File: config.mk
export PLATFORM = sky130hd
export DESIGN_NAME = sic_sysif
export DESIGN_NICKNAME = d
export VERILOG_FILES = /design/src/verilog/sic_pkg.sv /design/src/verilog/sic_vcyc_if.sv /design/src/verilog/sic_vcyc.sv /design/src/verilog/sic_sysif.sv
export VERILOG_INCLUDE_DIRS = /design/src /design/src/verilog
export SDC_FILE = /design/constraint.sdc
export NUM_CORES = 1
export LEC_CHECK = 0
export BUFFER_PORTS_ARGS = -buffer_cell sky130_fd_sc_hd__clkbuf_2
export CAP_MARGIN = 25
export CORE_AREA = 2 2 165 167
export CTS_CLUSTER_DIAMETER = 40
export DETAILED_ROUTE_END_ITERATION = 8
export DIE_AREA = 0 0 167 169
export GPL_TIMING_DRIVEN = 0
export PLACE_DENSITY = 0.53
export SLEW_MARGIN = 20
export SYNTH_ARGS = -nofsm -noshare
export SYNTH_HDL_FRONTEND = slang
export SYNTH_HIERARCHICAL = 1
export SYNTH_SLANG_ARGS = --single-unit
export TNS_END_PERCENT = 30
File: constraint.sdc
create_clock -name clk_sys -period 4.84 [get_ports clk_sys]
set_clock_uncertainty 0.15 [all_clocks]
set_input_delay 0.968 -clock clk_sys [delete_from_list [all_inputs] [get_ports clk_sys]]
set_output_delay 0.968 -clock clk_sys [all_outputs]
set_load 0.01 [all_outputs]
File: src/verilog/sic_consts.svh
// constants for the system interface coherency and clocking block
`ifndef SIC_CONSTS_SVH
`define SIC_CONSTS_SVH

// register port word indices
`define SIC_REG_MODE 4'h0
`define SIC_REG_CTRL 4'h1
`define SIC_REG_TLB_EVEN 4'h2
`define SIC_REG_TLB_ODD 4'h3
`define SIC_REG_TLB_WRITE 4'h4
`define SIC_REG_STATUS 4'h5

// ctrl register fields
`define SIC_CTRL_VCLK_BIT 0
`define SIC_CTRL_RST 1'b0

// mode bits on the address/data bus during reset
`define SIC_MB_RATIO_MSB 18
`define SIC_MB_RATIO_LSB 15
`define SIC_MB_L2DIV_MSB 21
`define SIC_MB_L2DIV_LSB 19
`define SIC_MB_TAP_MSB 25
`define SIC_MB_TAP_LSB 22
`define SIC_MB_COHTAR_BIT 26
`define SIC_MB_EVICT_BIT 27

// mode bit power-on defaults: core divide-by-1, l2 divide-by-3
`define SIC_RATIO_RST 4'h1
`define SIC_L2DIV_RST 3'h2
`define SIC_TAP_RST 4'h0
`define SIC_COHTAR_RST 1'b0
`define SIC_EVICT_RST 1'b0

// address cycle fields
`define SIC_AD_PADDR_MSB 39
`define SIC_AD_ATTR_MSB 59
`define SIC_AD_ATTR_LSB 58
`define SIC_AD_STATE_MSB 61
`define SIC_AD_STATE_LSB 60

// translation entry low attribute field
`define SIC_TLB_ATTR_MSB 63
`define SIC_TLB_ATTR_LSB 62

// core clock ratio denominator and virtual cycle delay
`define SIC_CORE_DENOM 2'h2
`define SIC_VCYC_DELAY 4

`endif

File: src/verilog/sic_pkg.sv
// types for the system interface coherency and clocking block
package sic_pkg;

  // request kinds presented in an address cycle
  typedef enum logic [2:0] {
    SIC_RQ_BLK_RD = 3'h0,
    SIC_RQ_UPGRADE = 3'h1,
    SIC_RQ_UC_RD = 3'h2,
    SIC_RQ_UC_WR = 3'h3,
    SIC_RQ_GATH_WR = 3'h4,
    SIC_RQ_ELIM = 3'h5
  } sic_req_e;

  // secondary cache block states
  typedef enum logic [1:0] {
    SIC_ST_INVALID = 2'h0,
    SIC_ST_SHARED = 2'h1,
    SIC_ST_CLEAN_OWNED = 2'h2,
    SIC_ST_DIRTY_OWNED = 2'h3
  } sic_l2st_e;

  // address cycle issue states, gray along idle -> addr -> idle
  typedef enum logic {
    SIC_IS_IDLE = 1'b0,
    SIC_IS_ADDR = 1'b1
  } sic_issue_e;

endpackage

File: src/verilog/sic_vcyc_if.sv
// virtual cycle pulse carried from the strobe delay to the main logic
`timescale 1ns/100ps
`default_nettype none
interface sic_vcyc_if;
  logic vpulse;
  modport gen (output vpulse);
  modport use_side (input vpulse);
endinterface // sic_vcyc_if
`default_nettype wire

File: src/verilog/sic_vcyc.sv
// virtual cycle strobe delay line
`timescale 1ns/100ps
`default_nettype none
`include "sic_consts.svh"
module sic_vcyc (
  input wire logic clk_sys,
  input wire logic resetn,
  input wire logic virtual_cycle_strobe_n,
  sic_vcyc_if.gen vc
);

  logic [`SIC_VCYC_DELAY-1:0] dly_ff;
  logic [`SIC_VCYC_DELAY-1:0] nxt_dly;

  // ==========================================================
  // delay line
  // any strobe pattern is accepted, no period is assumed
  assign nxt_dly = {dly_ff[`SIC_VCYC_DELAY-2:0], ~virtual_cycle_strobe_n};
  always_ff @(posedge clk_sys or negedge resetn) begin
    if (!resetn) begin
      dly_ff <= '0;
    end else begin
      dly_ff <= nxt_dly;
    end
  end

  // pulse four bus clocks after the strobe cycle
  assign vc.vpulse = dly_ff[`SIC_VCYC_DELAY-1];

  // ==========================================================
  // checks
  property p_vpulse_delay;
    @(posedge clk_sys) disable iff (!resetn)
    resetn && !virtual_cycle_strobe_n |-> ##4 vc.vpulse;
  endproperty
  a_vpulse_delay: assert property (p_vpulse_delay) else $error("virtual pulse late");

  property p_vpulse_cause;
    @(posedge clk_sys) disable iff (!resetn)
    virtual_cycle_strobe_n ##4 1'b1 |-> !vc.vpulse;
  endproperty
  a_vpulse_cause: assert property (p_vpulse_cause) else $error("pulse without strobe");

  c_vpulse_gap: cover property (@(posedge clk_sys) disable iff (!resetn)
    vc.vpulse ##1 !vc.vpulse ##1 vc.vpulse);

endmodule // sic_vcyc
`default_nettype wire

File: src/verilog/sic_sysif.sv
// system interface coherency support, uncached attribute and clock setup
//
// Notes on behaviour
// - block read address cycle carries prior secondary-cache state of block
// - in slave state, another processor's coherent request marks its number busy
// - with eviction notice on, evicting shared or owned block sends eliminate
// - eliminate address cycle carries physical address and prior state
// - uncached reads and writes carry two-bit attribute in the address cycle
// - gathered uncached-accelerated block writes carry the attribute too
// - unmapped accesses take the attribute from virtual address bits 58:57
// - mapped accesses take it from the entry loaded from bits 63:62
// - a strobe makes a virtual clock pulse four bus clocks later
// - strobes may come at irregular intervals
// - system interface logic runs only on the system bus clock
// - core clock equals bus clock times ratio setting plus one over two
// - l2 clock equals bus clock times ratio plus one over divisor plus one
// - six complementary l2 clock pairs aligned by the phase tap setting
// - mode bits captured from the bus during reset while grant is asserted
// - ratio setting defaults to divide-by-1 before mode bits load
// - l2 divisor defaults to divide-by-3 before mode bits load
//
// Design decisions made here: the placing of the registers and the strobed register port.
`timescale 1ns/100ps
`default_nettype none
`include "sic_consts.svh"
module sic_sysif #(
  parameter int TLB_ENTRIES = 8,
  parameter int TLB_IW = 3,
  parameter int NUM_W = 3,
  parameter int TAPS = 16
) (
  input wire logic clk_sys,
  input wire logic resetn,
  input wire logic sys_reset_n,
  input wire logic bus_grant_n,
  input wire logic [63:0] system_addr_data_bus_in,
  input wire logic virtual_cycle_strobe_n,
  output logic [63:0] system_addr_data_bus_out,
  output logic system_addr_data_bus_oe_n,
  output logic addr_cycle_valid,
  output logic [2:0] addr_cycle_kind,
  input wire logic req_valid,
  output logic req_ready,
  input wire logic [2:0] req_kind,
  input wire logic [39:0] req_paddr,
  input wire logic [1:0] req_prior_state,
  input wire logic req_mapped,
  input wire logic [1:0] req_va_58_57,
  input wire logic [TLB_IW-1:0] req_tlb_index,
  input wire logic req_odd_page,
  input wire logic evict_valid,
  output logic evict_ready,
  input wire logic [39:0] evict_paddr,
  input wire logic [1:0] evict_state,
  input wire logic slave_state,
  input wire logic ext_coh_seen,
  input wire logic [NUM_W-1:0] ext_req_num,
  input wire logic req_num_release,
  input wire logic [NUM_W-1:0] release_num,
  output logic [(1<<NUM_W)-1:0] req_num_busy,
  output logic busy_reuse_allowed,
  output logic [4:0] core_clk_mult,
  output logic [1:0] core_clk_denom,
  output logic [3:0] l2_clk_div,
  input wire logic [TAPS-1:0] l2_clock_taps,
  output logic [5:0] l2_sram_clock,
  output logic [5:0] l2_sram_clock_n,
  output logic vclk_pulse,
  input wire logic [3:0] reg_addr,
  input wire logic [63:0] reg_wr_data,
  input wire logic reg_wr,
  input wire logic reg_rd,
  output logic [63:0] reg_rd_data
);

  // ==========================================================
  // virtual cycle generation
  sic_vcyc_if vc_if ();

  sic_vcyc u_vcyc (
    .clk_sys(clk_sys),
    .resetn(resetn),
    .virtual_cycle_strobe_n(virtual_cycle_strobe_n),
    .vc(vc_if.gen)
  );

  logic vclk_mode_ff;
  wire logic bus_en;
  // every bus cycle counts when emulation mode is off
  assign bus_en = !vclk_mode_ff || vc_if.vpulse;
  assign vclk_pulse = vc_if.vpulse;

  // ==========================================================
  // mode bits
  logic [3:0] ratio_ff;
  logic [2:0] l2div_ff;
  logic [3:0] tap_ff;
  logic cohtar_ff;
  logic evict_en_ff;
  wire logic cap_en;
  // only a cold or power-on reset with grant asserted reloads them
  assign cap_en = !sys_reset_n && !bus_grant_n && bus_en;

  always_ff @(posedge clk_sys or negedge resetn) begin
    if (!resetn) begin
      ratio_ff <= `SIC_RATIO_RST;
      l2div_ff <= `SIC_L2DIV_RST;
      tap_ff <= `SIC_TAP_RST;
      cohtar_ff <= `SIC_COHTAR_RST;
      evict_en_ff <= `SIC_EVICT_RST;
    end else if (cap_en) begin
      ratio_ff <= system_addr_data_bus_in[`SIC_MB_RATIO_MSB:`SIC_MB_RATIO_LSB];
      l2div_ff <= system_addr_data_bus_in[`SIC_MB_L2DIV_MSB:`SIC_MB_L2DIV_LSB];
      tap_ff <= system_addr_data_bus_in[`SIC_MB_TAP_MSB:`SIC_MB_TAP_LSB];
      cohtar_ff <= system_addr_data_bus_in[`SIC_MB_COHTAR_BIT];
      evict_en_ff <= system_addr_data_bus_in[`SIC_MB_EVICT_BIT];
    end
  end

  // ==========================================================
  // clock ratios for the multiplier and divider
  // the analog loop lives outside; this block only supplies the factors
  logic [4:0] core_mult_ff;
  logic [3:0] l2_div_ff;
  wire logic [4:0] nxt_core_mult;
  wire logic [3:0] nxt_l2_div;
  assign nxt_core_mult = {1'b0, ratio_ff} + 5'h01;
  assign nxt_l2_div = {1'b0, l2div_ff} + 4'h1;

  always_ff @(posedge clk_sys or negedge resetn) begin
    if (!resetn) begin
      core_mult_ff <= 5'h02;
      l2_div_ff <= 4'h3;
    end else begin
      core_mult_ff <= nxt_core_mult;
      l2_div_ff <= nxt_l2_div;
    end
  end
  assign core_clk_mult = core_mult_ff;
  assign core_clk_denom = `SIC_CORE_DENOM;
  assign l2_clk_div = l2_div_ff;

  // ==========================================================
  // l2 clock pairs, one tap of the cache clock shared by all six
  wire logic l2_tap_clk;
  assign l2_tap_clk = l2_clock_taps[tap_ff[$clog2(TAPS)-1:0]];
  genvar gi;
  generate
    for (gi = 0; gi < 6; gi++) begin : g_l2clk
      assign l2_sram_clock[gi] = l2_tap_clk;
      assign l2_sram_clock_n[gi] = ~l2_tap_clk;
    end
  endgenerate

  // ==========================================================
  // translation entry attribute store
  logic [1:0] stage_even_ff;
  logic [1:0] stage_odd_ff;
  logic [1:0] attr_even_ff [TLB_ENTRIES];
  logic [1:0] attr_odd_ff [TLB_ENTRIES];
  wire logic wr_even;
  wire logic wr_odd;
  wire logic wr_tlb;
  wire logic wr_ctrl;
  assign wr_even = reg_wr && (reg_addr == `SIC_REG_TLB_EVEN);
  assign wr_odd = reg_wr && (reg_addr == `SIC_REG_TLB_ODD);
  assign wr_tlb = reg_wr && (reg_addr == `SIC_REG_TLB_WRITE);
  assign wr_ctrl = reg_wr && (reg_addr == `SIC_REG_CTRL);

  // staging holds the attribute field until an entry write
  always_ff @(posedge clk_sys or negedge resetn) begin
    if (!resetn) begin
      stage_even_ff <= 2'h0;
      stage_odd_ff <= 2'h0;
      vclk_mode_ff <= `SIC_CTRL_RST;
    end else begin
      if (wr_even) stage_even_ff <= reg_wr_data[`SIC_TLB_ATTR_MSB:`SIC_TLB_ATTR_LSB];
      if (wr_odd) stage_odd_ff <= reg_wr_data[`SIC_TLB_ATTR_MSB:`SIC_TLB_ATTR_LSB];
      if (wr_ctrl) vclk_mode_ff <= reg_wr_data[`SIC_CTRL_VCLK_BIT];
    end
  end

  generate
    for (gi = 0; gi < TLB_ENTRIES; gi++) begin : g_tlb
      always_ff @(posedge clk_sys or negedge resetn) begin
        if (!resetn) begin
          attr_even_ff[gi] <= 2'h0;
          attr_odd_ff[gi] <= 2'h0;
        end else if (wr_tlb && (reg_wr_data[TLB_IW-1:0] == TLB_IW'(gi))) begin
          attr_even_ff[gi] <= stage_even_ff;
          attr_odd_ff[gi] <= stage_odd_ff;
        end
      end
    end
  endgenerate

  // ==========================================================
  // uncached attribute source
  wire logic [1:0] tlb_attr;
  wire logic [1:0] req_attr;
  assign tlb_attr = req_odd_page ? attr_odd_ff[req_tlb_index] : attr_even_ff[req_tlb_index];
  assign req_attr = req_mapped ? tlb_attr : req_va_58_57;

  // ==========================================================
  // address cycle issue
  sic_pkg::sic_issue_e is_ff;
  sic_pkg::sic_issue_e nxt_is;
  logic [63:0] ad_ff;
  logic ad_oe_n_ff;
  logic [2:0] ad_kind_ff;
  wire logic idle;
  wire logic evict_take;
  wire logic evict_owned;
  wire logic evict_elim;
  wire logic req_take;
  wire logic kind_attr;
  wire logic kind_state;
  logic [63:0] nxt_ad;
  logic [2:0] nxt_kind;

  assign idle = (is_ff == sic_pkg::SIC_IS_IDLE);
  // evictions go first so the cache can free the line
  assign evict_ready = idle && bus_en;
  assign req_ready = idle && bus_en && !evict_valid;
  assign evict_take = evict_valid && evict_ready;
  assign req_take = req_valid && req_ready;
  assign evict_owned = (evict_state != 2'(sic_pkg::SIC_ST_INVALID));
  // with notice off an eviction is silently accepted
  assign evict_elim = evict_take && evict_en_ff && evict_owned;
  assign kind_attr = (req_kind == 3'(sic_pkg::SIC_RQ_UC_RD)) || (req_kind == 3'(sic_pkg::SIC_RQ_UC_WR))
    || (req_kind == 3'(sic_pkg::SIC_RQ_GATH_WR));
  assign kind_state = (req_kind == 3'(sic_pkg::SIC_RQ_BLK_RD));

  // compose the address cycle word
  always_comb begin
    nxt_ad = 64'h0;
    nxt_kind = 3'(sic_pkg::SIC_RQ_ELIM);
    if (evict_elim) begin
      nxt_ad[`SIC_AD_PADDR_MSB:0] = evict_paddr;
      nxt_ad[`SIC_AD_STATE_MSB:`SIC_AD_STATE_LSB] = evict_state;
    end else begin
      nxt_kind = req_kind;
      nxt_ad[`SIC_AD_PADDR_MSB:0] = req_paddr;
      if (kind_state) nxt_ad[`SIC_AD_STATE_MSB:`SIC_AD_STATE_LSB] = req_prior_state;
      if (kind_attr) nxt_ad[`SIC_AD_ATTR_MSB:`SIC_AD_ATTR_LSB] = req_attr;
    end
  end

  // one address cycle lasts one bus or virtual cycle
  always_comb begin
    nxt_is = is_ff;
    unique case (is_ff)
      sic_pkg::SIC_IS_IDLE: if (evict_elim || req_take) nxt_is = sic_pkg::SIC_IS_ADDR;
      sic_pkg::SIC_IS_ADDR: if (bus_en) nxt_is = sic_pkg::SIC_IS_IDLE;
    endcase
  end

  // outputs only move on enabled cycles
  always_ff @(posedge clk_sys or negedge resetn) begin
    if (!resetn) begin
      is_ff <= sic_pkg::SIC_IS_IDLE;
      ad_ff <= 64'h0;
      ad_oe_n_ff <= 1'b1;
      ad_kind_ff <= 3'h0;
    end else begin
      is_ff <= nxt_is;
      if (evict_elim || req_take) begin
        ad_ff <= nxt_ad;
        ad_kind_ff <= nxt_kind;
        ad_oe_n_ff <= 1'b0;
      end else if (!idle && bus_en) begin
        ad_oe_n_ff <= 1'b1;
      end
    end
  end
  assign system_addr_data_bus_out = ad_ff;
  assign system_addr_data_bus_oe_n = ad_oe_n_ff;
  assign addr_cycle_valid = !ad_oe_n_ff;
  assign addr_cycle_kind = ad_kind_ff;

  // ==========================================================
  // request number busy tracking
  logic [(1<<NUM_W)-1:0] busy_ff;
  generate
    for (gi = 0; gi < (1 << NUM_W); gi++) begin : g_busy
      wire logic set_b;
      wire logic clr_b;
      assign set_b = slave_state && ext_coh_seen && bus_en && (ext_req_num == NUM_W'(gi));
      assign clr_b = req_num_release && bus_en && (release_num == NUM_W'(gi));
      // a new claim wins over a release in the same cycle
      always_ff @(posedge clk_sys or negedge resetn) begin
        if (!resetn) begin
          busy_ff[gi] <= 1'b0;
        end else begin
          busy_ff[gi] <= set_b | (busy_ff[gi] & ~clr_b);
        end
      end
    end
  endgenerate
  assign req_num_busy = busy_ff;
  // a busy number may carry a forwarded request only with target select off
  assign busy_reuse_allowed = !cohtar_ff && busy_ff[ext_req_num];

  // ==========================================================
  // register read port
  logic [63:0] rd_ff;
  logic [63:0] rd_mux;
  always_comb begin
    rd_mux = 64'h0;
    unique case (reg_addr)
      `SIC_REG_MODE: begin
        rd_mux[`SIC_MB_RATIO_MSB:`SIC_MB_RATIO_LSB] = ratio_ff;
        rd_mux[`SIC_MB_L2DIV_MSB:`SIC_MB_L2DIV_LSB] = l2div_ff;
        rd_mux[`SIC_MB_TAP_MSB:`SIC_MB_TAP_LSB] = tap_ff;
        rd_mux[`SIC_MB_COHTAR_BIT] = cohtar_ff;
        rd_mux[`SIC_MB_EVICT_BIT] = evict_en_ff;
      end
      `SIC_REG_CTRL: rd_mux[`SIC_CTRL_VCLK_BIT] = vclk_mode_ff;
      `SIC_REG_TLB_EVEN: rd_mux[`SIC_TLB_ATTR_MSB:`SIC_TLB_ATTR_LSB] = stage_even_ff;
      `SIC_REG_TLB_ODD: rd_mux[`SIC_TLB_ATTR_MSB:`SIC_TLB_ATTR_LSB] = stage_odd_ff;
      `SIC_REG_STATUS: rd_mux[(1<<NUM_W)-1:0] = busy_ff;
      default: rd_mux = 64'h0;
    endcase
  end

  // data only in the cycle after the strobe
  always_ff @(posedge clk_sys or negedge resetn) begin
    if (!resetn) begin
      rd_ff <= 64'h0;
    end else begin
      rd_ff <= reg_rd ? rd_mux : 64'h0;
    end
  end
  assign reg_rd_data = rd_ff;

  // ==========================================================
  // checks
  property p_blkrd_state;
    @(posedge clk_sys) disable iff (!resetn)
    req_take && kind_state && !evict_elim |=> addr_cycle_valid
      && system_addr_data_bus_out[`SIC_AD_STATE_MSB:`SIC_AD_STATE_LSB] == $past(req_prior_state);
  endproperty
  a_blkrd_state: assert property (p_blkrd_state) else $error("block read lacks state");

  property p_busy_set;
    @(posedge clk_sys) disable iff (!resetn)
    slave_state && ext_coh_seen && bus_en |=> req_num_busy[$past(ext_req_num)];
  endproperty
  a_busy_set: assert property (p_busy_set) else $error("number not marked busy");

  property p_elim_issue;
    @(posedge clk_sys) disable iff (!resetn)
    evict_take && evict_en_ff && evict_owned |=> addr_cycle_valid
      && addr_cycle_kind == 3'(sic_pkg::SIC_RQ_ELIM);
  endproperty
  a_elim_issue: assert property (p_elim_issue) else $error("eliminate not issued");

  property p_elim_quiet;
    @(posedge clk_sys) disable iff (!resetn)
    evict_take && !evict_en_ff |=> !addr_cycle_valid;
  endproperty
  a_elim_quiet: assert property (p_elim_quiet) else $error("eliminate while disabled");

  property p_elim_addr;
    @(posedge clk_sys) disable iff (!resetn)
    evict_elim |=> system_addr_data_bus_out[`SIC_AD_PADDR_MSB:0] == $past(evict_paddr)
      && system_addr_data_bus_out[`SIC_AD_STATE_MSB:`SIC_AD_STATE_LSB] == $past(evict_state);
  endproperty
  a_elim_addr: assert property (p_elim_addr) else $error("eliminate fields wrong");

  property p_attr_unmapped;
    @(posedge clk_sys) disable iff (!resetn)
    req_take && kind_attr && !req_mapped |=>
      system_addr_data_bus_out[`SIC_AD_ATTR_MSB:`SIC_AD_ATTR_LSB] == $past(req_va_58_57);
  endproperty
  a_attr_unmapped: assert property (p_attr_unmapped) else $error("attribute source wrong");

  property p_attr_none;
    @(posedge clk_sys) disable iff (!resetn)
    req_take && !kind_attr |=> system_addr_data_bus_out[`SIC_AD_ATTR_MSB:`SIC_AD_ATTR_LSB] == 2'h0;
  endproperty
  a_attr_none: assert property (p_attr_none) else $error("attribute on wrong kind");

  property p_vclk_hold;
    @(posedge clk_sys) disable iff (!resetn)
    vclk_mode_ff && !vc_if.vpulse |=> $stable(system_addr_data_bus_oe_n)
      && $stable(system_addr_data_bus_out);
  endproperty
  a_vclk_hold: assert property (p_vclk_hold) else $error("bus moved off virtual pulse");

  property p_capture;
    @(posedge clk_sys) disable iff (!resetn)
    cap_en ##2 1'b1 |-> core_clk_mult == 5'({1'b0, $past(
      system_addr_data_bus_in[`SIC_MB_RATIO_MSB:`SIC_MB_RATIO_LSB], 2)} + 5'h01);
  endproperty
  a_capture: assert property (p_capture) else $error("core ratio not loaded");

  c_elim: cover property (@(posedge clk_sys) disable iff (!resetn) evict_elim);
  c_capture: cover property (@(posedge clk_sys) disable iff (!resetn) cap_en);
  c_reuse: cover property (@(posedge clk_sys) disable iff (!resetn) busy_reuse_allowed);

endmodule // sic_sysif
`default_nettype wire

## Word level (Yosys, flattened, before mapping)

Index checks and enable logic that the tools add are counted.
W data, S select, Z words.

| word-level totals | value |
|---|---|
| register bits after elaboration | 184 |
| logic and storage cells | 188 |
| output and inout port bits | 168 |

| operators by class | value |
|---|---|
| order comparisons | 3 |
| $add $sub $neg | 2 |
| bitwise logic cells | 28 |
| muxes and demuxes | 28 |
| equality and inequality tests | 29 |
| reduce and logical (&&, ||, !) cells | 58 |

Operators with widths:

| operator | count |
|---|---|
| $mux W64 | 1 |
| $logic_and A1 B1 Y1 | 41 |
| $mux W40 | 1 |
| $eq A3 B3 Y1 const B | 13 |
| $eq A3 B2 Y1 const B | 8 |
| $mux W2 | 10 |
| $mux W13 | 1 |
| $bmux W2 S3 | 2 |
| $logic_not A3 Y1 | 4 |
| $not A1 Y1 | 11 |
| $eq A3 B1 Y1 const B | 3 |
| $and A1 B1 Y1 | 8 |
| $eq A4 B2 Y1 const B | 2 |
| $eq A4 B3 Y1 const B | 2 |
| $or A1 B1 Y1 | 8 |
| $mux W7 | 1 |
| $logic_not A1 Y1 | 6 |
| $mux W1 | 6 |
| $add A4 B1 Y5 const B | 1 |
| $lt A4 B5 Y1 const B | 1 |
| $add A3 B1 Y4 const B | 1 |
| $bmux W1 S4 | 1 |
| $eq A4 B1 Y1 const B | 1 |
| $ge A4 B4 Y1 const B | 1 |
| other kinds (9) | 14 |

## Logic depth before layout (Yosys ltp)

Gate-level depths: netlist of run 1.

| logic depth | value |
|---|---|
| depth in word-level cells | 9 |
| mapped depth | 6 |
| mapped depth without buffers | 4 |

## Cells and area by module

Netlist of run 1, hierarchy kept.

By module, submodules not included:

| module | area an instance (um^2) | cells an instance | instances |
|---|---|---|---|
| sic_sysif | 6734.0 | 570 | 1 |
| sic_vcyc | 103.8 | 5 | 1 |

## Worst setup path after synthesis of run 1

Ideal clock, no wire load.

| path | value |
|---|---|
| path kind | input port to output port |
| start | input port l2_clock_taps[5] |
| end | output port l2_sram_clock_n[1] |
| required time | 3722 ps |
| buffers on the path | 1 |
| slack | 1484 ps |
| data arrival time | 2238 ps |
| stages on the path | 4 |
| cell sequence | mux4_1 -> mux4_2 -> inv_2 -> buf_4 |

| on the way | value |
|---|---|
| longest elaborated chain between the ends | 3 |

RTL lines:

| item | RTL line | RTL |
|---|---|---|
| start, declared | sic_sysif.sv:65 | `input wire logic [TAPS-1:0] l2_clock_taps,` |
| $bmux W1 S4 | sic_sysif.sv:146 | `assign l2_tap_clk = l2_clock_taps[tap_ff[$clog2(TAPS)-1:0]];` |
| $mux W1 (implied by the code) | sic_sysif.sv:146 |  |
| net l2_tap_clk | sic_sysif.sv:145 | `wire logic l2_tap_clk;` |
| $not A1 Y1 | - |  |
| end, declared | sic_sysif.sv:67 | `output logic [5:0] l2_sram_clock_n,` |

The timed path passes the listed nets, and every way through them passes these cells. The select of a mux whose other input is x is not followed.

## Worst setup path in the final report of run 1

| path | value |
|---|---|
| start | input port l2_clock_taps[5] |
| end | output port l2_sram_clock_n[2] |

| on the way | value |
|---|---|
| longest elaborated chain between the ends | 3 |

RTL lines:

| item | RTL line | RTL |
|---|---|---|
| $bmux W1 S4 | sic_sysif.sv:146 |  |
| $mux W1 (implied by the code) | sic_sysif.sv:146 |  |
| net l2_tap_clk | sic_sysif.sv:145 |  |
| $not A1 Y1 | sic_sysif.sv:151 | `assign l2_sram_clock_n[gi] = ~l2_tap_clk;` |

The timed path passes the listed nets, and every way through them passes these cells. The select of a mux whose other input is x is not followed.

==> flow_summary_export.csv, run 1 <==
group,metric,value,unit
finish,area_growth,36.6,%
timing,slew-limit-headroom,0.494,
power,leakagePower,4.83,nW
yosys,syn_area,6840,sq um
timing,rsz0062_at_grt,"false",
yosys,async_flop_share,1.00,
detailed_routing,vias_per_cell,4.13,
timing,layout_setup_ws,1220,ps
worst_setup_path,crit_family,"multiplexers",
grt,grt_pass1_wl,29.4,mm
grt,overflow,0,
worst_setup_path,cp.arrival,2500,ps
worst_setup_path,cp_max_fo,7,
grt,grt_use_total,0.133,
finish,layout.nets,1168,
clock_network,cts-root-buf,"clkbuf_16",
floorplanning,core,26500,sq um
yosys,synth.mux.area_fraction,0.197,
yosys,yosys.area_share.simple,0.0968,
yosys,synth_ff_type,"dfrtp_1",
timing,worst_slew_pin_slew,740,ps
floorplanning,start_util,0.258,
clock_network,ctsResizeCount,0,
timing,hold_violations,0,
detailed_routing,drc,0,
clock_network,path_clk_slew,60,ps
timing,period_minus_slack,3620,ps
yosys,synth_compound_area_frac,0.0657,
worst_setup_path,critical_path.endpoint_type,"primary output",
floorplanning,die_y,169,um
yosys,synth_top_family_by_area,"multiplexers",
detailed_routing,wl,18.9,mm
yosys,netlist_instances,575,
grt,antenna_found_initial,0,
timing,setup-violations-final,0,
floorplanning,die_w,167,um
placed_design,globalplace.congestion,0.766,
worst_setup_path,required,3720,ps
worst_setup_path,path_class,"input pin to primary output",
finish,layout_common_cells,"249 x clkbuf_2, 137 x dfrtp_1, 78 x buf_4",
yosys,synthXorXnorAreaFrac,0.00384,
clock_network,cts_setup_buffers,0,
power,ir_drop,0.234,mV
timing,fmax,0.277,GHz
worst_setup_path,crit_chain,"clkbuf_2 > mux4_1 > mux4_2 > inv_2 > buf_4 > clkbuf_2",
finish,drive_gt1_frac,0.476,
worst_setup_path,cp_common_cell,"clkbuf_2",
yosys,yosysSeqAreaShare,0.524,
worst_setup_path,start_kind,"input pin",
finish,regArea,3590,sq um
detailed_routing,vias,5203,
yosys,synth_warnings,6,
floorplanning,core.rowCount,60,
power,p_per_area,445,nW/um^2
timing,timing.final.max_slew_violations,0,
yosys,synth_cell_type_count,52,
job,drv_cap,0,
worst_setup_path,crit_path_top_delay_cell,"mux4_2",
yosys,ys_ff_latch,143,
clock_network,cts_hold_buffers,0,
detailed_routing,ant_nets,0,
clock_network,clockBufferDepth,2,
finish,final.fill_count,2710,
placed_design,dp_hpwl,14.7,mm
finish,layout_commonest_cell,"clkbuf_2",
placed_design,io_buffers,250,
floorplanning,ios,428,
clock_network,cts_tree,"done",
yosys,synth-edff-count,0,
timing,tns,0,ps
grt,grt_max_degree,80,
yosys,synth_fa_ha_area_frac,0.00366,
grt,grt_pass1_vias,5138,
detailed_routing,wl_per_cell,15.0,um
clock_network,cts_buffers,17,
placed_design,place_ws,1230,ps
yosys,syn_area_per_cell,11.9,sq um
clock_network,cts-htree-levels,4,
detailed_routing,drtIter0Drc,234,
detailed_routing,dr.pass1.iters,4,
clock_network,insertion_delay,430,ps
finish,antenna_cells,0,
finish,multiInputGateArea,2750,sq um
clock_network,cts.sinks,143,
worst_setup_path,path_buf_inv,4,
worst_hold_path,hold_path_class,"register to register",
floorplanning,die_area,28200,sq um
run_status,status,"finished, final reports clean",
timing,min_period_over_period,0.747,
worst_setup_path,critPathMaxStageDelay,560,ps
## layer usage
metal / vias up / GRT usage / share of wire
met1: 2461 / 0.173 / 0.44
met2: 204 / 0.220 / 0.49
met3: 12 / 0.0386 / 0.067
met5: - / 0 / 0
met4: 0 / 0.0337 / 0.0090
li1: 2526 / - / -
## state kept, by name, summed over array words and instances (netlist names), 2 cells and up
name,flops
system_addr_data_bus_out,44
reg_rd_data,23
attr_even_ff,16
attr_odd_ff,16
req_num_busy,8
core_clk_mult,5
l2_clk_div,4
ratio_ff,4
tap_ff,4
u_vcyc/dly_ff,4
addr_cycle_kind,3
l2div_ff,3
stage_even_ff,2
stage_odd_ff,2
## cell type report
class | instances | area share
inverters | 7 | 0.00281
clock inverters | 14 | 0.0131
plain buffers | 103 | 0.0758
well taps | 341 | 0.0457
multi-input cells | 383 | 0.294
flip-flops and latches | 143 | 0.384
clock buffers | 18 | 0.0470
repair buffers | 251 | 0.138
## per-stage QoR
step                      total power [W]   util  instances  hold WS, ps  cell area, sq um
after floorplan                   0.00236      -        636          181              7070
after global placement            0.00292  0.330       1227          182              8740
after detailed placement          0.00294  0.331       1228          185              8780
after CTS                         0.00423  0.353       1260          198              9340
after global routing              0.00444  0.353       1260          217              9340
final                             0.00415  0.353       1260          199              9340
## path summary, 6_finish.rpt
path	startpoint	to	slack [ps]	cells after the start
min in group asynchronous	resetn	system_addr_data_bus_out[60]	370	1
min reg2reg	u_vcyc/dly_ff[0]	u_vcyc/dly_ff[1]	200	0
max reg2reg	vclk_mode_ff	system_addr_data_bus_out[6]	2640	6
max in group asynchronous	resetn	l2div_ff[1]	3340	2
min	u_vcyc/dly_ff[0]	u_vcyc/dly_ff[1]	200	0
max	l2_clock_taps[5]	l2_sram_clock_n[2]	1220	6
## report_power, final
| part | total, W | switching (W) | internal [W] |
|---|---|---|---|
| clock | 0.00126 | 0.000576 | 0.000687 |
| combinational | 0.00123 | 0.000670 | 0.000561 |
| sequential | 0.00166 | 0.000170 | 0.00149 |
## synthesized netlist by cell type (4+ instances only)
master | instances | area [sq um]
nand2b_1 | 7 | 43.8
mux2_2 | 42 | 473
buf_4 | 78 | 586
nand3_1 | 5 | 25.0
inv_1 | 6 | 22.5
nor2_1 | 10 | 37.5
o21ai_1 | 42 | 210
mux2_1 | 8 | 90.1
dfstp_2 | 6 | 158
mux4_2 | 10 | 225
nor3_1 | 5 | 25.0
nand2_1 | 46 | 173
o21ai_0 | 14 | 70.1
o31ai_1 | 4 | 30.0
mux2i_1 | 48 | 480
and3_1 | 4 | 25.0
clkbuf_1 | 10 | 37.5
buf_2 | 11 | 55.1
a21oi_1 | 7 | 35.0
dfrtp_1 | 137 | 3430
nor2b_1 | 5 | 31.3
and2_1 | 21 | 131
## logic make-up after synthesis
family / Yosys count
buffers and inverters: 110
multiplexers: 111
AO/OA/AOI/OAI: 79
XOR/XNOR: 3
flip-flops: 143
adder cells (fa/ha/maj): 2
AND/OR/NAND/NOR: 125
other: 2
(Power assumes the default switching activity.)
==> inputs of run 2 (changes only) <==
ABC_AREA = 1   (was unset)
CORE_AREA = 2 2 168 170   (was 2 2 165 167)
DIE_AREA = 0 0 170 172   (was 0 0 167 169)
clock period = 3.61 ns   (was 4.84 ns; I/O delays follow)
==> flow_summary_export.csv, run 2 <==
group,metric,value,unit
finish,layout_commonest_cell,"clkbuf_2",
worst_setup_path,cp.arrival,2230,ps
clock_network,cts_setup_buffers,0,
grt,grt_pass1_wl,32.1,mm
detailed_routing,dr.pass1.iters,4,
worst_setup_path,rrSetupSlack,1780,ps
grt,grt_pass1_vias,6167,
finish,layout.nets,1452,
worst_setup_path,rr_worst_depth,8,
worst_setup_path,timing.rr.start,"vclk_mode_ff",
detailed_routing,drtIter0Drc,237,
yosys,yosys.area.top_type,"dfrtp_1",
floorplanning,die_y,172,um
placed_design,globalplace.congestion,0.832,
grt,grt_use_total,0.143,
worst_setup_path,start_kind,"register",
finish,final_cells,1550,
yosys,synth_cell_type_count,35,
yosys,synth_ff_type,"dfrtp_1",
finish,drive_gt1_frac,0.351,
timing,hold_ws,142,ps
yosys,ys_top_cells_by_count,"202 x nand2_1, 137 x dfrtp_1, 109 x inv_1",
yosys,synth_area_leaders,"dfrtp_1 48%, nand2_1 11%, buf_4 7.9%",
timing,min_period_over_period,0.860,
worst_setup_path,critPathCapture,"l2_sram_clock_n[1]",
clock_network,insertion_delay,420,ps
detailed_routing,wl_per_cell,13.4,um
worst_setup_path,cp_max_fo,10,
yosys,async_flop_share,1.00,
worst_setup_path,required,2740,ps
yosys,synth-edff-count,0,
yosys,yosysMostFrequentCell,"nand2_1",
finish,largest_reg_flops,44,
worst_setup_path,path_class,"register to primary output",
finish,final.fill_count,2914,
timing,period_minus_slack,3110,ps
yosys,synth_warnings,6,
clock_network,path_clk_slew,70,ps
clock_network,cts-root-buf,"clkbuf_16",
worst_hold_path,hold_path_class,"input pin to asynchronous set/reset pin",
detailed_routing,vias_per_cell,4.11,
grt,antenna_found_initial,1,
yosys,ys_ff_latch,143,
timing,tns,0,ps
power,leakagePower,5.37,nW
placed_design,dp.cells,1517,
placed_design,io_buffers,252,
detailed_routing,vias,6376,
power,p_per_area,589,nW/um^2
clock_network,cts.sinks,143,
floorplanning,ios,428,
clock_network,cts-htree-levels,4,
detailed_routing,drc,0,
timing,slew-limit-headroom,0.610,
worst_setup_path,critical_path.endpoint_type,"primary output",
timing,fmax,0.322,GHz
yosys,synth.top_cell.area_share,0.483,
grt,grt_max_degree,76,
worst_setup_path,crit_path_start,"tap_ff[0]",
timing,setup-violations-final,0,
detailed_routing,ant_nets,0,
finish,area_growth,35.9,%
power,ir_drop,0.300,mV
timing,rsz0062_at_grt,"false",
yosys,netlist_instances,857,
placed_design,place_ws,908,ps
floorplanning,core.rowCount,61,
yosys,syn_area,7090,sq um
clock_network,ctsResizeCount,0,
floorplanning,start_util,0.258,
timing,layout_setup_ws,504,ps
detailed_routing,wl,20.7,mm
run_status,status,"finished, final reports clean",
clock_network,clockBufferDepth,2,
power,fin_total_pwr,0.00568,W
yosys,yosysSeqAreaShare,0.505,
placed_design,dp_hpwl,16.4,mm
timing,hold_violations,0,
yosys,syn_area_per_cell,8.28,sq um
worst_setup_path,r2r_end,"system_addr_data_bus_out[3]",
floorplanning,core,27500,sq um
timing,worst_slew_pin_slew,585,ps
floorplanning,die_area,29200,sq um
floorplanning,die_w,170,um
finish,layout_common_cells,"253 x clkbuf_2, 202 x nand2_1, 137 x dfrtp_1",
clock_network,cts_buffers,17,
clock_network,cts_tree,"done",
grt,overflow,0,
clock_network,cts_hold_buffers,0,
job,drv_cap,0,
timing,timing.final.max_slew_violations,0,
==> run 2: area by class of cell <==
class                      count  area, sq um  share of cell area
clock inverter                13          129              0.0134
buffer                       100          734              0.0762
antenna                        1         2.50            0.000260
inverter                     113          424              0.0440
clock buffer                  19          453              0.0470
tap                          346          433              0.0449
sequential                   143         3590               0.372
timing repair buffer         253         1300               0.135
multi-input combinational    562         2580               0.268
==> run 2: worst min path at each step <==
stage	from	endpoint	slack, ps	cells after the start
after floorplan	u_vcyc/dly_ff[0]	u_vcyc/dly_ff[1]	180	0
after global placement	u_vcyc/dly_ff[1]	u_vcyc/dly_ff[2]	190	0
after detailed placement	u_vcyc/dly_ff[1]	u_vcyc/dly_ff[2]	180	0
after CTS	resetn	attr_odd_ff[11]	150	1
after global routing	resetn	attr_odd_ff[11]	170	1
final	resetn	attr_odd_ff[11]	140	1
==> run 2: cell families after synthesis <==
group / count (synthesis) / synth area share
fa+ha+maj: 2 / 0.00353
flops: 143 / 0.505
buf+inv: 213 / 0.163
xor+xnor: 3 / 0.00370
simple gates: 329 / 0.191
other cells: 2 / 0.00106
compound gates: 165 / 0.132
==> run 2: per-stage QoR <==
| step | util | instance area [sq um] |
|---|---|---|
| 2_1_floorplan | - | 7320 |
| 6_report | 0.351 | 9640 |
| 5_1_grt | 0.351 | 9640 |
| 3_5_place_dp | 0.330 | 9050 |
| 3_3_place_gp | 0.328 | 9020 |
| 4_1_cts | 0.351 | 9640 |
==> run 2: worst max-delay path, cell delays in order, from the launching register on <==
cell      delay (ps)
dfrtp_1          310
buf_2            180
clkinv_1         260
nor2_1           160
nor2_1            50
o21ai_0           80
o211ai_1         130
nand3_1           90
nand2_1          140
inv_1            180
buf_4            130
clkbuf_2         110
==> run 2: where the power goes <==
group,switching (W),total [W],leakage [nW],internal [W]
Clock,0.000745,0.00174,0.269,0.000998
Combinational,0.00102,0.00175,3.29,0.000727
Sequential,0.000210,0.00219,1.81,0.00198
==> run 2: metal layers <==
layer / wire [um] / global-route usage / vias to the layer above
met1: 8330 / 0.168 / 2875
met2: 10100 / 0.243 / 234
met3: 1680 / 0.0433 / 29
met4: 559 / 0.0572 / 0
li1: - / - / 3238
met5: 0 / 0 / -
==> inputs of run 3 (changes only) <==
CELL_PAD_IN_SITES_DETAIL_PLACEMENT = 1   (was unset)
CELL_PAD_IN_SITES_GLOBAL_PLACEMENT = 1   (was unset)
CORE_AREA = 2 2 167 169   (was 2 2 168 170)
DIE_AREA = 0 0 169 171   (was 0 0 170 172)
PLACE_DENSITY = 0.72   (was 0.53)
REMOVE_ABC_BUFFERS = 1   (was unset)
==> flow_summary_export.csv, run 3 (synthesized netlist as in run 2, its figures left out) <==
group,metric,value,unit
worst_hold_path,hold_path_class,"input pin to asynchronous set/reset pin",
timing,timing.final.max_slew_violations,0,
clock_network,clockBufferDepth,2,
placed_design,dp.cells,1421,
power,p_per_area,614,nW/um^2
timing,slew-limit-headroom,0.431,
timing,worst_slew_pin_slew,852,ps
clock_network,ctsResizeCount,0,
timing,min_period_over_period,0.867,
timing,setup-violations-final,0,
timing,hold_ws,133,ps
floorplanning,start_util,0.260,
detailed_routing,vias_per_cell,4.22,
clock_network,cts_setup_buffers,0,
detailed_routing,wl_per_cell,14.0,um
worst_setup_path,required,2740,ps
finish,layout.nets,1356,
detailed_routing,drc,0,
clock_network,cts-htree-levels,4,
worst_setup_path,cp.arrival,2260,ps
placed_design,dp_hpwl,15.7,mm
finish,layout_common_cells,"253 x clkbuf_2, 202 x nand2_1, 137 x dfrtp_1",
power,p_comb_frac,0.289,
power,leakagePower,4.90,nW
finish,largest_reg_flops,44,
job,drv_cap,0,
grt,grt_max_degree,79,
timing,period_minus_slack,3130,ps
floorplanning,ios,428,
finish,drive_gt1_frac,0.297,
worst_setup_path,critical_path.endpoint_type,"primary output",
detailed_routing,wl,20.3,mm
floorplanning,die_area,28900,sq um
grt,grt_use_total,0.140,
worst_setup_path,start_kind,"register",
floorplanning,core,27300,sq um
clock_network,insertion_delay,410,ps
finish,final_cells,1455,
power,cellInternalPower,0.00355,W
floorplanning,core.rowCount,61,
detailed_routing,vias,6135,
clock_network,path_clk_slew,70,ps
finish,regArea,3590,sq um
finish,multiInputGateArea,2590,sq um
power,clockPowerShare,0.312,
worst_setup_path,cp_max_fo,10,
floorplanning,die_w,169,um
detailed_routing,dr.pass1.iters,4,
floorplanning,die_y,171,um
power,switching_share,0.354,
clock_network,cts_buffers,17,
timing,fmax,0.319,GHz
clock_network,cts-root-buf,"clkbuf_16",
grt,overflow,0,
grt,grt_pass1_vias,6173,
power,switchingPower,0.00195,W
finish,final.fill_count,3412,
clock_network,cts_tree,"done",
worst_setup_path,path_class,"register to primary output",
detailed_routing,drtIter0Drc,210,
finish,area_growth,26.4,%
clock_network,cts.sinks,143,
grt,antenna_found_initial,2,
run_status,status,"finished, final reports clean",
placed_design,globalplace.congestion,0.780,
timing,hold_violations,0,
placed_design,io_buffers,254,
power,pwr-share-seq,0.399,
grt,grt_pass1_wl,31.7,mm
timing,rsz0062_at_grt,"false",
worst_setup_path,rrSetupSlack,1500,ps
finish,layout_commonest_cell,"clkbuf_2",
clock_network,cts_hold_buffers,0,
detailed_routing,ant_nets,0,
power,ir_drop,0.295,mV
## run 3: worst max-delay path: stages, from the launching register on
cell and delay [ps]:
dfrtp_1 510, clkinv_1 310, nor2_1 180, nor2_1 50, o21ai_0 100, o211ai_1 120, nand3_1 100, nand2_1 140
inv_1 170, clkbuf_2 160
## run 3: cell type report
class | count | share of cell area
Timing Repair Buffer | 257 | 0.151
Clock buffer | 19 | 0.0494
Antenna cell | 2 | 0.000558
Inverter | 113 | 0.0476
Sequential cell | 143 | 0.400
Multi-Input combinational cell | 562 | 0.289
Tap cell | 346 | 0.0483
Clock inverter | 13 | 0.0144
## run 3: power groups by stage
| stage | logic (W) | registers, W | clock network (W) |
|---|---|---|---|
| finish | 0.00159 | 0.00220 | 0.00172 |
| global route | 0.00179 | 0.00225 | 0.00185 |
| CTS | 0.00163 | 0.00220 | 0.00179 |
| detailed placement | 0.00163 | 0.00222 | 0 |
| global placement | 0.00157 | 0.00221 | 0 |
| floorplan | 0.000713 | 0.00233 | 0 |
## run 3: path summary, 6_finish.rpt
path | start | endpoint | depth (start not counted)
hold reg to reg | u_vcyc/dly_ff[1] | u_vcyc/dly_ff[2] | 0
setup / recovery | tap_ff[0] | l2_sram_clock_n[1] | 9
max in group asynchronous | resetn | l2_clk_div[0] | 2
min in group clk_sys | u_vcyc/dly_ff[1] | u_vcyc/dly_ff[2] | 0
setup reg to reg | vclk_mode_ff | system_addr_data_bus_out[14] | 9
hold / removal | resetn | reg_rd_data[4] | 1
## run 3: metal layers
layer  wire length, um  vias to the layer above  global-route usage
met2             10100                      175               0.245
met4               172                        0              0.0297
met3              1300                       15              0.0437
met5                 0                        -                   0
li1                  -                     3052                   -
met1              8680                     2893               0.168
## run 3: metrics by stage
step	setup slack [ps]	total power [W]	utilization	setup TNS, ps	cell area (sq um)
2_1_floorplan	386	0.00305	-	0	6590
3_3_place_gp	-967	0.00377	0.304	-155210	8290
3_5_place_dp	963	0.00385	0.307	0	8390
4_1_cts	488	0.00562	0.328	0	8960
5_1_grt	200	0.00588	0.328	0	8960
6_report	480	0.00550	0.328	0	8960
